## src/wl_pkg.sv

```systemverilog
// constants, types and behaviour notes for the write leveling sequencer
// Notes on behaviour
// - output buffer on allows only termination values RZQ/2, RZQ/4 or RZQ/6.
// - MR1 bit 7 set enters leveling; clearing it again leaves leveling.
// - during leveling issue only NOP, deselect, or MR1 writes touching A12 or A7.
// - the exit MR1 write may also update A12-A11, A9, A6-A5 and A2-A1.
// - level one rank; other ranks get MR1 A12 set to switch outputs off.
// - assert ODT only after the mode update delay following entry.
// - drive strobe low only after the strobe enable delay following ODT.
// - after strobe low time and leveling delay send one rising strobe edge.
// - sample feedback, step delay, pulse again; lock on a 0 to 1 change.
// - exit first stops driving the strobe pair after the last rising edge.
// - next, drive ODT low and keep it low.
// - once termination is off, issue MR1 write clearing leveling enable.
// - any command only after mode update delay; MR writes after MRS-to-MRS delay.
// - MR1 A12 zero enables outputs, one disables; A7 one enables leveling.
package wl_pkg;
  localparam int CLK_NS = 25;
  // timing figures in ns, plain defaults
  localparam int T_MOD_NS = 300;
  localparam int T_MRD_NS = 100;
  localparam int T_WLDQSEN_NS = 625;
  localparam int T_WLMRD_NS = 1000;
  localparam int T_DQSL_NS = 50;
  localparam int T_DQSH_NS = 50;
  localparam int T_WLO_NS = 25;
  localparam int T_GAP_NS = 200;
  localparam int T_ODT_OFF_NS = 200;
  // least times rounded up to clock cycles
  localparam int MOD_CYC = (T_MOD_NS + CLK_NS - 1) / CLK_NS;
  localparam int MRD_CYC = (T_MRD_NS + CLK_NS - 1) / CLK_NS;
  localparam int WLDQSEN_CYC = (T_WLDQSEN_NS + CLK_NS - 1) / CLK_NS;
  localparam int WLMRD_CYC = (T_WLMRD_NS + CLK_NS - 1) / CLK_NS;
  localparam int DQSL_CYC = (T_DQSL_NS + CLK_NS - 1) / CLK_NS;
  localparam int DQSH_CYC = (T_DQSH_NS + CLK_NS - 1) / CLK_NS;
  localparam int SYNC_CYC = 3;
  localparam int WLO_CYC = (T_WLO_NS + CLK_NS - 1) / CLK_NS + SYNC_CYC;
  localparam int GAP_CYC = (T_GAP_NS + CLK_NS - 1) / CLK_NS;
  localparam int ODT_OFF_CYC = (T_ODT_OFF_NS + CLK_NS - 1) / CLK_NS;
  // mode register 1 field positions
  localparam int MR1_BA = 1;
  localparam int MR1_WL_BIT = 7;
  localparam int MR1_QOFF_BIT = 12;
  localparam logic [15:0] MR1_EXIT_MASK = 16'h1a66; // A12-A11, A9, A6-A5, A2-A1
  localparam logic [3:0] CS_IDLE = 4'hf;
  // command bus carrier
  typedef struct packed {
    logic [3:0] cs_n;
    logic ras_n;
    logic cas_n;
    logic we_n;
    logic [2:0] ba;
    logic [15:0] addr;
  } cmd_t;
  localparam cmd_t CMD_NOP = '{cs_n: 4'hf, ras_n: 1'b1, cas_n: 1'b1, we_n: 1'b1,
                                ba: 3'h0, addr: 16'h0000};
  typedef enum {
    S_IDLE, S_OTHERS, S_ENTER, S_ODT_ON, S_PRE, S_HIGH, S_LOW, S_SAMPLE,
    S_STOP, S_ODT_OFF, S_EXIT, S_SETTLE
  } wl_state_t;
endpackage

```

## src/wl_ctrl.sv

```systemverilog
// write leveling sequencer driving one memory rank through its pins
`timescale 1ns/1ps
`default_nettype none
module wl_ctrl import wl_pkg::*; #(
  parameter int DQ_W = 8,
  parameter int TAP_W = 6,
  parameter int RANKS = 2,
  parameter int MOD_C = MOD_CYC,
  parameter int MRD_C = MRD_CYC,
  parameter int WLDQSEN_C = WLDQSEN_CYC,
  parameter int PRE_C = (WLMRD_CYC > DQSL_CYC) ? WLMRD_CYC : DQSL_CYC,
  parameter int DQSH_C = DQSH_CYC,
  parameter int WLO_C = WLO_CYC,
  parameter int GAP_C = GAP_CYC,
  parameter int ODT_OFF_C = ODT_OFF_CYC
) (
  input wire logic clk,
  input wire logic rst_b,
  // user side
  input wire logic start,
  input wire logic [1:0] target_rank,
  input wire logic qoff,
  input wire logic step_down,
  input wire logic [15:0] exit_mr1,
  output logic busy,
  output logic done,
  output logic locked,
  output logic fail,
  output logic [TAP_W-1:0] dqs_delay,
  // memory side
  output logic ck,
  output cmd_t cmd,
  output logic odt,
  output logic dqs,
  output logic dqs_n,
  output logic dqs_oe,
  input wire logic [DQ_W-1:0] dq
);
  wl_state_t state, next_state;
  logic [15:0] wait_cnt, next_wait;
  logic [DQ_W-1:0] dq_s;
  logic fb_prev, fb_seen, wl_on, do_lock, do_step, tap_end;
  logic [15:0] since_mrs, since_odt;
  logic fb_now;
  logic adv;

  ////////////////////////////////////////////////////////////////////////////
  // feedback path: prime bit after two flops, no read strobe needed
  wl_sync #(.W(DQ_W)) u_sync (
    .clk(clk),
    .rst_b(rst_b),
    .din(dq),
    .dout(dq_s)
  );
  assign fb_now = dq_s[0];

  // memory clock from a divide by two
  always_ff @(posedge clk or negedge rst_b) begin
    if (!rst_b) begin
      ck <= 1'b0;
    end else begin
      ck <= ~ck;
    end
  end

  ////////////////////////////////////////////////////////////////////////////
  // sequencer: steps only when its wait is spent and ck is high
  assign adv = (wait_cnt == 16'h0000) && ck;
  assign tap_end = step_down ? (dqs_delay == '0) : (dqs_delay == '1);
  assign do_lock = (state == S_SAMPLE) && adv && fb_seen && !fb_prev && fb_now;
  assign do_step = (state == S_SAMPLE) && adv && !do_lock && !tap_end;

  always_comb begin
    next_state = state;
    next_wait = 16'h0000;
    if (adv) begin
      case (state)
        S_IDLE: begin
          if (start) begin
            next_state = (RANKS > 1) ? S_OTHERS : S_ENTER;
            next_wait = 16'(MRD_C);
          end
        end
        S_OTHERS: begin
          next_state = S_ENTER;
          next_wait = 16'(MOD_C);
        end
        S_ENTER: begin
          next_state = S_ODT_ON;
          next_wait = 16'(WLDQSEN_C);
        end
        S_ODT_ON: begin
          next_state = S_PRE;
          next_wait = 16'(PRE_C);
        end
        S_PRE: begin
          next_state = S_HIGH;
          next_wait = 16'(DQSH_C);
        end
        S_HIGH: begin
          next_state = S_LOW;
          next_wait = 16'(WLO_C);
        end
        S_LOW: begin
          next_state = S_SAMPLE;
        end
        S_SAMPLE: begin
          if (do_step) begin
            next_state = S_PRE;
            next_wait = 16'(GAP_C);
          end else begin
            next_state = S_STOP;
          end
        end
        S_STOP: begin
          next_state = S_ODT_OFF;
          next_wait = 16'(ODT_OFF_C);
        end
        S_ODT_OFF: begin
          next_state = S_EXIT;
          next_wait = 16'(MRD_C);
        end
        S_EXIT: begin
          next_state = S_SETTLE;
          next_wait = 16'(MOD_C - MRD_C);
        end
        S_SETTLE: begin
          next_state = S_IDLE;
        end
        default: begin
          next_state = S_IDLE;
        end
      endcase
    end
  end

  // state and wait counter
  always_ff @(posedge clk or negedge rst_b) begin
    if (!rst_b) begin
      state <= S_IDLE;
      wait_cnt <= 16'h0000;
    end else if (next_state != state) begin
      state <= next_state;
      wait_cnt <= next_wait;
    end else if (wait_cnt != 16'h0000) begin
      wait_cnt <= wait_cnt - 16'h0001;
    end
  end

  ////////////////////////////////////////////////////////////////////////////
  // command bus: mode register writes on entering S_OTHERS, S_ENTER and S_EXIT, nop otherwise
  always_ff @(posedge clk or negedge rst_b) begin
    if (!rst_b) begin
      cmd <= CMD_NOP;
    end else if (next_state != state && next_state == S_OTHERS) begin
      cmd <= '{cs_n: CS_IDLE ^ ~(4'h1 << target_rank), ras_n: 1'b0, cas_n: 1'b0,
               we_n: 1'b0, ba: 3'(MR1_BA), addr: 16'(1) << MR1_QOFF_BIT};
    end else if (next_state != state && next_state == S_ENTER) begin
      cmd <= '{cs_n: CS_IDLE ^ (4'h1 << target_rank), ras_n: 1'b0, cas_n: 1'b0, we_n: 1'b0,
               ba: 3'(MR1_BA),
               addr: (16'(1) << MR1_WL_BIT) | (16'(qoff) << MR1_QOFF_BIT)};
    end else if (next_state != state && next_state == S_EXIT) begin
      cmd <= '{cs_n: CS_IDLE ^ (4'h1 << target_rank), ras_n: 1'b0, cas_n: 1'b0, we_n: 1'b0,
               ba: 3'(MR1_BA), addr: exit_mr1 & MR1_EXIT_MASK};
    end else if (ck) begin
      cmd <= CMD_NOP;
    end
  end

  // termination and strobe pins
  always_ff @(posedge clk or negedge rst_b) begin
    if (!rst_b) begin
      odt <= 1'b0;
      dqs <= 1'b0;
      dqs_n <= 1'b1;
      dqs_oe <= 1'b0;
    end else begin
      odt <= (next_state >= S_ODT_ON) && (next_state <= S_STOP);
      dqs_oe <= (next_state >= S_PRE) && (next_state <= S_SAMPLE);
      dqs <= (next_state == S_HIGH);
      dqs_n <= (next_state != S_HIGH);
    end
  end

  ////////////////////////////////////////////////////////////////////////////
  // feedback history: first sample after entry only seeds the history
  always_ff @(posedge clk or negedge rst_b) begin
    if (!rst_b) begin
      fb_prev <= 1'b0;
      fb_seen <= 1'b0;
    end else if (state == S_ENTER) begin
      fb_seen <= 1'b0;
    end else if (state == S_SAMPLE && adv) begin
      fb_prev <= fb_now;
      fb_seen <= 1'b1;
    end
  end

  // delay tap sweep and result flags
  always_ff @(posedge clk or negedge rst_b) begin
    if (!rst_b) begin
      dqs_delay <= '0;
      locked <= 1'b0;
      fail <= 1'b0;
      done <= 1'b0;
      busy <= 1'b0;
    end else begin
      busy <= (next_state != S_IDLE);
      done <= (state == S_SETTLE) && adv;
      if (state == S_IDLE && adv && start) begin
        locked <= 1'b0;
        fail <= 1'b0;
      end else if (do_lock) begin
        locked <= 1'b1;
      end else if (state == S_SAMPLE && adv && tap_end) begin
        fail <= 1'b1;
      end
      if (do_step) begin
        dqs_delay <= step_down ? dqs_delay - 1'b1 : dqs_delay + 1'b1;
      end
    end
  end

  // leveling window and elapsed time helpers
  always_ff @(posedge clk or negedge rst_b) begin
    if (!rst_b) begin
      wl_on <= 1'b0;
      since_mrs <= 16'hffff;
      since_odt <= 16'h0000;
    end else begin
      if (cmd.ras_n == 1'b0 && ck == 1'b0) begin
        since_mrs <= 16'h0000;
        wl_on <= (cmd.cs_n != CS_IDLE) && cmd.addr[MR1_WL_BIT] && state == S_ENTER;
      end else if (since_mrs != 16'hffff) begin
        since_mrs <= since_mrs + 16'h0001;
      end
      since_odt <= odt ? ((since_odt == 16'hffff) ? since_odt : since_odt + 16'h0001) : 16'h0;
    end
  end
endmodule
`default_nettype wire

```

## src/wl_sync.sv

```systemverilog
// two flip-flop synchroniser for pin inputs
`timescale 1ns/1ps
`default_nettype none
module wl_sync #(
  parameter int W = 8
) (
  input wire logic clk,
  input wire logic rst_b,
  input wire logic [W-1:0] din,
  output logic [W-1:0] dout
);
  logic [W-1:0] meta;
  // first stage feeds only the second
  always_ff @(posedge clk or negedge rst_b) begin
    if (!rst_b) begin
      meta <= '0;
      dout <= '0;
    end else begin
      meta <= din;
      dout <= meta;
    end
  end
endmodule
`default_nettype wire
```

## config.mk

```make
export PLATFORM = sky130hd
export DESIGN_NAME = wl_ctrl
export DESIGN_NICKNAME = d
export VERILOG_FILES = /design/src/wl_pkg.sv /design/src/wl_ctrl.sv /design/src/wl_sync.sv
export SDC_FILE = /design/constraint.sdc
export NUM_CORES = 1
export LEC_CHECK = 0
export BUFFER_PORTS_ARGS = -buffer_cell sky130_fd_sc_hd__buf_2
export CAP_MARGIN = 25
export CORE_UTILIZATION = 50
export DETAILED_ROUTE_END_ITERATION = 8
export PLACE_DENSITY = 0.76
export SETUP_SLACK_MARGIN = 0.02
export SLEW_MARGIN = 0
export SYNTH_ARGS = -nofsm -noshare
export SYNTH_HDL_FRONTEND = slang
export SYNTH_SLANG_ARGS = --single-unit
```

## constraint.sdc

```tcl
create_clock -name clk -period 2.3 [get_ports clk]
set_input_delay 0.23 -clock clk [delete_from_list [all_inputs] [get_ports clk]]
set_output_delay 0.23 -clock clk [all_outputs]
set_load 0.1 [all_outputs]
```

# [Word-level counts from Yosys, hierarchy flattened]
# Index checks and enable logic that the tools add are counted.
[op_classes] n_addsub=3 multipliers=0 div=0 n_lt_le_gt_ge=4 eq_ne=21 shift=1 mux=23 bitwise=4 n_reduce_logical=34
[op_table] cell="32-bit one-hot mux with 11 select lines" count=1
[op_table] cell="32-bit by 3-bit == test with 1-bit output, second input constant" count=6
[op_table] cell="32-bit by 4-bit == test with 1-bit output, second input constant" count=5
[op_table] cell="26-bit two-way mux" count=4
[op_table] cell="32-bit by 2-bit == test with 1-bit output, second input constant" count=3
[op_table] cell="32-bit by 5-bit == test with 1-bit output, second input constant" count=2
[op_table] cell="32-bit logical NOT" count=2
[op_table] cell="32-bit two-way mux" count=2
[op_table] cell="6-bit one-hot mux with 8 select lines" count=1
[op_table] cell="32-bit by 1-bit == test with 1-bit output, second input constant" count=1
[op_table] cell="32-bit by 3-bit greater-or-equal comparator with 1-bit output, second input constant" count=1
[op_table] cell="32-bit by 4-bit greater-or-equal comparator with 1-bit output, second input constant" count=1
[op_table] cell="32-bit by 4-bit less-or-equal comparator with 1-bit output, second input constant" count=1
[op_table] cell="32-bit by 5-bit less-or-equal comparator with 1-bit output, second input constant" count=1
[op_table] cell="16-bit two-way mux" count=2
[op_table] cell="32-bit != test" count=1
[op_table] cell="32-bit by 4-bit != test with 1-bit output, second input constant" count=1
[op_table] cell="32-bit nonzero test" count=1
[op_table] cell="1-bit logical AND" count=16
[op_table] cell="16-bit logical NOT" count=1
[op_table] cell="16-bit nonzero test" count=1
[op_table] cell="16-bit by 1-bit subtractor with 16-bit output, second input constant" count=1
[op_table] cell="6-bit two-way mux" count=2
[op_table] cell="1-bit two-way mux" count=8
[op_table] cell="other kinds (15)" count=25
[word_totals] regBits=93 latchBits=0 ramBits=0 rom_bits=0 inputBits=31 out_inout_bits=41 wordCells=112 n_memories=0

# [Logic depth before layout (Yosys ltp)]
[logic_depth] depth_word=17 depth_mapped=9 ltp_nobuf=9

# [Cells and area by module]
# A second synthesis with hierarchy kept.
[unflattened] cells_unflattened=370 area_unflattened_um2=4201.5
[modules_own_cells] mod="wl_ctrl" n_inst=1 cells_per_inst=354 area_per_inst_um2=3801.1 seq_area_each_um2=1984.4
[modules_own_cells] mod="wl_sync" n_inst=1 cells_per_inst=16 area_per_inst_um2=400.4 seq_area_each_um2=400.4

# [Least setup slack after synthesis]
# No wires, ideal clock.
[synth_timing] path_type="reg-to-reg" from="register ck" to="register cmd[12] (netlist name)" t_arrival_ns=2.927 required_ns=2.174 slack_ns=-0.753 stages_incl_launch_ff=9 path_buffers=2 cell_sequence="dfrtp_1 -> buf_2 -> nor4b_1 -> and4_1 -> o21ai_0 -> o311ai_2 -> nor2b_2 -> buf_6 -> a221o_1"
[synth_via] elab_chain_cells=16 word_cells_on_any_way=22 classes_between="4 x eq/ne; 6 x mux; 12 x reduce/logical"
[synth_lines] item="start, declared" line="wl_ctrl.sv:31" source="output logic ck,"
[synth_lines] item="start signal, assigned" line="wl_ctrl.sv:62" source="ck <= ~ck;"
[synth_lines] item="1-bit logical AND" line="wl_ctrl.sv:68" source="assign adv = (wait_cnt == 16'h0000) && ck;"
[synth_lines] item="1-bit logical AND" line="wl_ctrl.sv:70, wl_ctrl.sv:71"
[synth_lines] item="1-bit logical AND (3 in series)" line="wl_ctrl.sv:70" source="assign do_lock = (state == S_SAMPLE) && adv && fb_seen && !fb_prev && fb_now;"
[synth_lines] item="1-bit logical NOT" line="wl_ctrl.sv:71" source="assign do_step = (state == S_SAMPLE) && adv && !do_lock && !tap_end;"
[synth_lines] item="1-bit logical AND (2 in series)" line="wl_ctrl.sv:71"
[synth_lines] item="4-bit two-way mux" line="wl_ctrl.sv:108" source="if (do_step) begin"
[synth_lines] item="32-bit one-hot mux with 11 select lines" line="wl_ctrl.sv:77" source="case (state)"
[synth_lines] item="32-bit two-way mux" line="wl_ctrl.sv:76" source="if (adv) begin"
[synth_lines] item="32-bit != test / 32-bit by 5-bit == test with 1-bit output (equally long branches)" line="wl_ctrl.sv:155, wl_ctrl.sv:158, wl_ctrl.sv:162"
[synth_lines] item="1-bit logical AND" line="wl_ctrl.sv:162" source="end else if (next_state != state && next_state == S_EXIT) begin"
[synth_lines] item="26-bit two-way mux" line="wl_ctrl.sv:162"
[synth_lines] item="26-bit two-way mux" line="wl_ctrl.sv:158" source="end else if (next_state != state && next_state == S_ENTER) begin"
[synth_lines] item="26-bit two-way mux" line="wl_ctrl.sv:155" source="end else if (next_state != state && next_state == S_OTHERS) begin"
[synth_lines] item="end signal, assigned" line="wl_ctrl.sv:156" source="cmd <= '{cs_n: CS_IDLE ^ ~(4'h1 << target_rank), ras_n: 1'b0, cas_n: 1'b0,"
[synth_lines] item="end signal, assigned" line="wl_ctrl.sv:159" source="cmd <= '{cs_n: CS_IDLE ^ (4'h1 << target_rank), ras_n: 1'b0, cas_n: 1'b0, we_n: 1'b0,"
[synth_lines] item="end signal, assigned" line="wl_ctrl.sv:163" source="cmd <= '{cs_n: CS_IDLE ^ (4'h1 << target_rank), ras_n: 1'b0, cas_n: 1'b0, we_n: 1'b0,"
[synth_lines] item="end, declared" line="wl_ctrl.sv:32" source="output cmd_t cmd,"
# Several ways; a longest one is shown, not always the timed one.
# A chain may end at the register's enable or synchronous reset.

# [Worst setup path in the final report]
[layout_timing] from="register state[18]" to="register odt"
[layout_via] elab_chain_cells=13 word_cells_on_any_way=26 classes_between="2 x order compare; 11 x eq/ne; 4 x mux; 9 x reduce/logical"
[layout_lines] item="start, declared" line="wl_ctrl.sv:39" source="wl_state_t state, next_state;"
[layout_lines] item="start signal, assigned" line="wl_ctrl.sv:143" source="state <= next_state;"
[layout_lines] item="32-bit by 4-bit == test with 1-bit output" line="wl_ctrl.sv:70, wl_ctrl.sv:71"
[layout_lines] item="1-bit logical AND" line="wl_ctrl.sv:70, wl_ctrl.sv:71"
[layout_lines] item="1-bit logical AND (3 in series)" line="wl_ctrl.sv:70"
[layout_lines] item="1-bit logical NOT" line="wl_ctrl.sv:71"
[layout_lines] item="1-bit logical AND (2 in series)" line="wl_ctrl.sv:71"
[layout_lines] item="4-bit two-way mux" line="wl_ctrl.sv:108"
[layout_lines] item="32-bit one-hot mux with 11 select lines" line="wl_ctrl.sv:77"
[layout_lines] item="32-bit two-way mux (*)" line="wl_ctrl.sv:76"
[layout_lines] item="32-bit by 3-bit greater-or-equal comparator with 1-bit output / 32-bit by 5-bit less-or-equal comparator with 1-bit output (equally long branches)" line="wl_ctrl.sv:178" source="odt <= (next_state >= S_ODT_ON) && (next_state <= S_STOP);"
[layout_lines] item="1-bit logical AND (*)" line="wl_ctrl.sv:178"
[layout_lines] item="end signal, assigned" line="wl_ctrl.sv:178"
[layout_lines] item="end, declared" line="wl_ctrl.sv:33" source="output logic odt,"
# Every way passes the cells marked *; elsewhere a longest branch is shown, timed or not.

==> run summary <==
===========================================================================================
Placement Rows ...............................................................           31
Share of the clock period used by the worst path .............................         108%
Initial cell density of the core .............................................        52.5%
Failing checks ............................................................... negative setup slack
Kind of start point of the critical path .....................................         flop
Achievable clock frequency ...................................................      401 MHz
Peak per-stage delay on the critical path ....................................      0.55 ns
Synthesis warning total ......................................................            0
Die Area .....................................................................   8060 sq um
Most used flip-flop cell after synthesis .....................................      dfrtp_1
Static leakage power .........................................................      2.64 nW
Minimum clock period .........................................................      2.49 ns
Die boundary width ...........................................................      89.8 um
Fraction of registers with async set/reset ...................................         100%
Vias in the first global route ...............................................        3,194
Ordered list of cells on the worst path ...................................... or4_4, buf_6, nor3_4, buf_6, nand4_1, o22ai_4, buf_4, a211oi_1, a311oi_1
Final wirelength .............................................................      9130 um
Cell area reported after detailed placement ..................................   4640 sq um
Max H-tree Level .............................................................            3
Worst IR drop on VDD .........................................................     0.651 mV
Power density cells ..........................................................  563 nW/um^2
Largest net degree at the start of global routing ............................           43
Gate count of the mapped netlist .............................................          356
Clock Skews ..................................................................   0.00945 ns
Number of design-rule violations left by the first detailed-router iteration .          253
Measured slew at the worst slew-check pin ....................................     0.508 ns
Number of port buffers .......................................................           45
Number of iterations in the first detailed-routing pass ......................            4
Total count of hold-check failures in the final report .......................            0
Ratio of cells with drive above 1 in the final layout ........................        42.6%
Average wire per standard cell ...............................................      15.8 um
Family with the most delay on the worst path ................................. simple AND/OR/NAND/NOR gates
Post-route DRC violation count ...............................................            0
Most common cell on crit path ................................................        buf_6
Share of the synthesized area in the top cell type ...........................        48.7%
Endpoint class of the critical path ..........................................         flop
Worst rel slew slack .........................................................        66.1%
TritonCTS clock tree .........................................................        built
Classification of the worst-slack hold path ..................................    in -> reg
Number of antenna violations at the first check in global routing ............            0
Total gr overflow ............................................................            0
Biggest area contributors in the synthesized netlist ......................... dfrtp_1 49%, and2_1 5.0%, dfstp_2 4.1%
Flip-flop and latch count after synthesis ....................................           81
Worst path slowest cell ......................................................        or4_4
Aggregate global-route resource usage ........................................        24.4%
Mapped cell area .............................................................   3850 sq um
Final nets ...................................................................          512
# IOs ........................................................................           72
Category of the most critical setup path .....................................   reg -> reg
Number of unique standard cell types used by synthesis .......................           64
Number of flops mapped to enable cells by yosys ..............................            0
Clock sink total .............................................................           81
Sequential share of the synthesized area .....................................        52.8%
Maximum buffer depth of the clock tree .......................................            2
Vias after detailed routing ..................................................        3,114
Insertion delay to the later sink of the worst-skew pair .....................      0.36 ns
Unrepaired setup endpoints after global routing ..............................          yes
Clock Root Buffer ............................................................     clkbuf_8
Worst path required time .....................................................      2.55 ns
Arrival time of the worst setup path .........................................      2.74 ns
Buffer and inverter count on the worst path ..................................            3
First-pass GRT wire length ...................................................    15,500 um
Register-to-Register Setup Slack .............................................     -0.19 ns
HPWL after DPL ...............................................................      6250 um
Clock Pin Slew Worst Setup and Hold Paths ....................................      0.08 ns
Die height ...................................................................      89.8 um
Worst Slack Setup Final ......................................................    -0.192 ns
Number of buffers inserted during clock tree synthesis .......................            9
Crit path max fanout .........................................................            4
Largest area contributor in the netlist ......................................      dfrtp_1
Finished Cell Area ...........................................................   5240 sq um
Area of the core .............................................................   7330 sq um
RePlAce Congestion ...........................................................        0.889
MaxCap Viol Count ............................................................            0
Synth Area per Inst ..........................................................   10.8 sq um
Post-placement cell count ....................................................          549
Number of max-slew violations in the final report ............................            0
Synth-to-layout area growth ..................................................        36.1%
Number of vias per cell after detailed routing ...............................         5.39
Number of cells in the finished layout apart from fillers ....................          578
Number of antenna repair diodes ..............................................            0
Antenna violation net count after detailed routing ...........................            0
Total of endpoints with negative setup slack in the final report .............           20
Status ....................................................................... complete, but fails checks
===========================================================================================
cell usage after synthesis (all sizes together) (7+ instances only):
master,number
clkbuf,11
buf,14
nand3,7
xnor2,11
dfrtp,75
a21oi,9
xor2,7
nor2,24
and2,31
o21ai,7
nor3,10
inv,12
a211oi,7
nor4,12
nand2,34
sequential cells by signal (all words and copies together), names as in the netlist, 6 cells and up:
name	flops
wait_cnt	16
dqs_delay	6
state	32
cmd	14
metrics by stage:
stage	setup slack (ns)	TNS, ns	hold slack, ns	total power (W)	utilization (%)
after CTS	-0.136	-1.56	0.0946	0.00297	70.0
after floorplan	-0.103	-0.181	-0.0656	0.00157	-
after global placement	-0.143	-1.30	0.230	0.00162	63.4
after global routing	-0.284	-4.14	0.0908	0.00305	71.5
final	-0.192	-2.51	0.104	0.00295	71.5
after detailed placement	-0.225	-3.36	0.241	0.00162	63.4
area by class of cell:
cell class / instances / area [sq um]
multi-input cells: 246 / 1890
fillers: 477 / 2090
clock inverters: 5 / 129
flip-flops and latches: 81 / 2060
clock buffers: 11 / 131
repair buffers: 123 / 856
well taps: 99 / 124
inverters: 13 / 48.8
layout by cell type, fill, tap and decap left out, drive strengths merged, types with 6 or more instances in the layout:
master / instances
xnor2: 11
dfrtp: 75
nor2: 24
clkbuf: 11
inv: 12
dfstp: 6
nand4: 6
nor4: 12
ha: 6
a21oi: 9
a22o: 6
nand3: 7
conb: 10
and2: 31
xor2: 7
buf: 121
nor3: 10
nand2: 34
a211oi: 7
o21ai: 7
logic make-up after synthesis:
family	after synthesis	share of synthesized area (%)
fa+ha+maj	7	2.47
buf+inv	38	5.10
simple gates	152	23.5
flops	81	52.8
xor+xnor	18	4.09
other cells	1	0.0974
compound gates	55	10.8
mux	4	1.10
timing repair:
| action | in CTS | in global routing |
|---|---|---|
| pin swaps | 13 | 14 |
| hold buffers | 2 | 0 |
| resized for setup | 38 | 18 |
| setup endpoints to repair | 30 | 34 |
| buffers inserted | 7 | 5 |
| endpoints found under the hold margin | 41 | 0 |
final timing paths:
check / startpoint / end / cells after the start
max in group asynchronous: rst_b / cmd[22]$_DFFE_PN1P_ / 3
worst max register to register: state[18]$_DFFE_PN0N_ / odt$_DFF_PN0_ / 9
min in group asynchronous: rst_b / wait_cnt[9]$_DFFE_PN0P_ / 2
worst max-delay path: state[18]$_DFFE_PN0N_ / odt$_DFF_PN0_ / 9
worst min-delay path: exit_mr1[1] / cmd[1]$_DFFE_PN0P_ / 2
worst min register to register: u_sync.meta[0]$_DFF_PN0_ / u_sync.dout[0]$_DFF_PN0_ / 0
power breakdown:
| part | switching, W | total (W) | internal [W] |
|---|---|---|---|
| clock network | 0.000507 | 0.00134 | 0.000834 |
| registers | 0.00000145 | 0.00143 | 0.00143 |
| logic | 0.000136 | 0.000182 | 0.0000461 |
| total | 0.000644 | 0.00295 | 0.00231 |
layer usage:
metal	global-route usage (%)	share of wire, %	vias up
met3	6.94	4.6	11
met5	0	0	-
li1	-	-	1475
met4	7.38	1.2	0
met1	32.1	45	1550
met2	39.3	50	78
No activity file was read; power rests on OpenSTA's default activity.
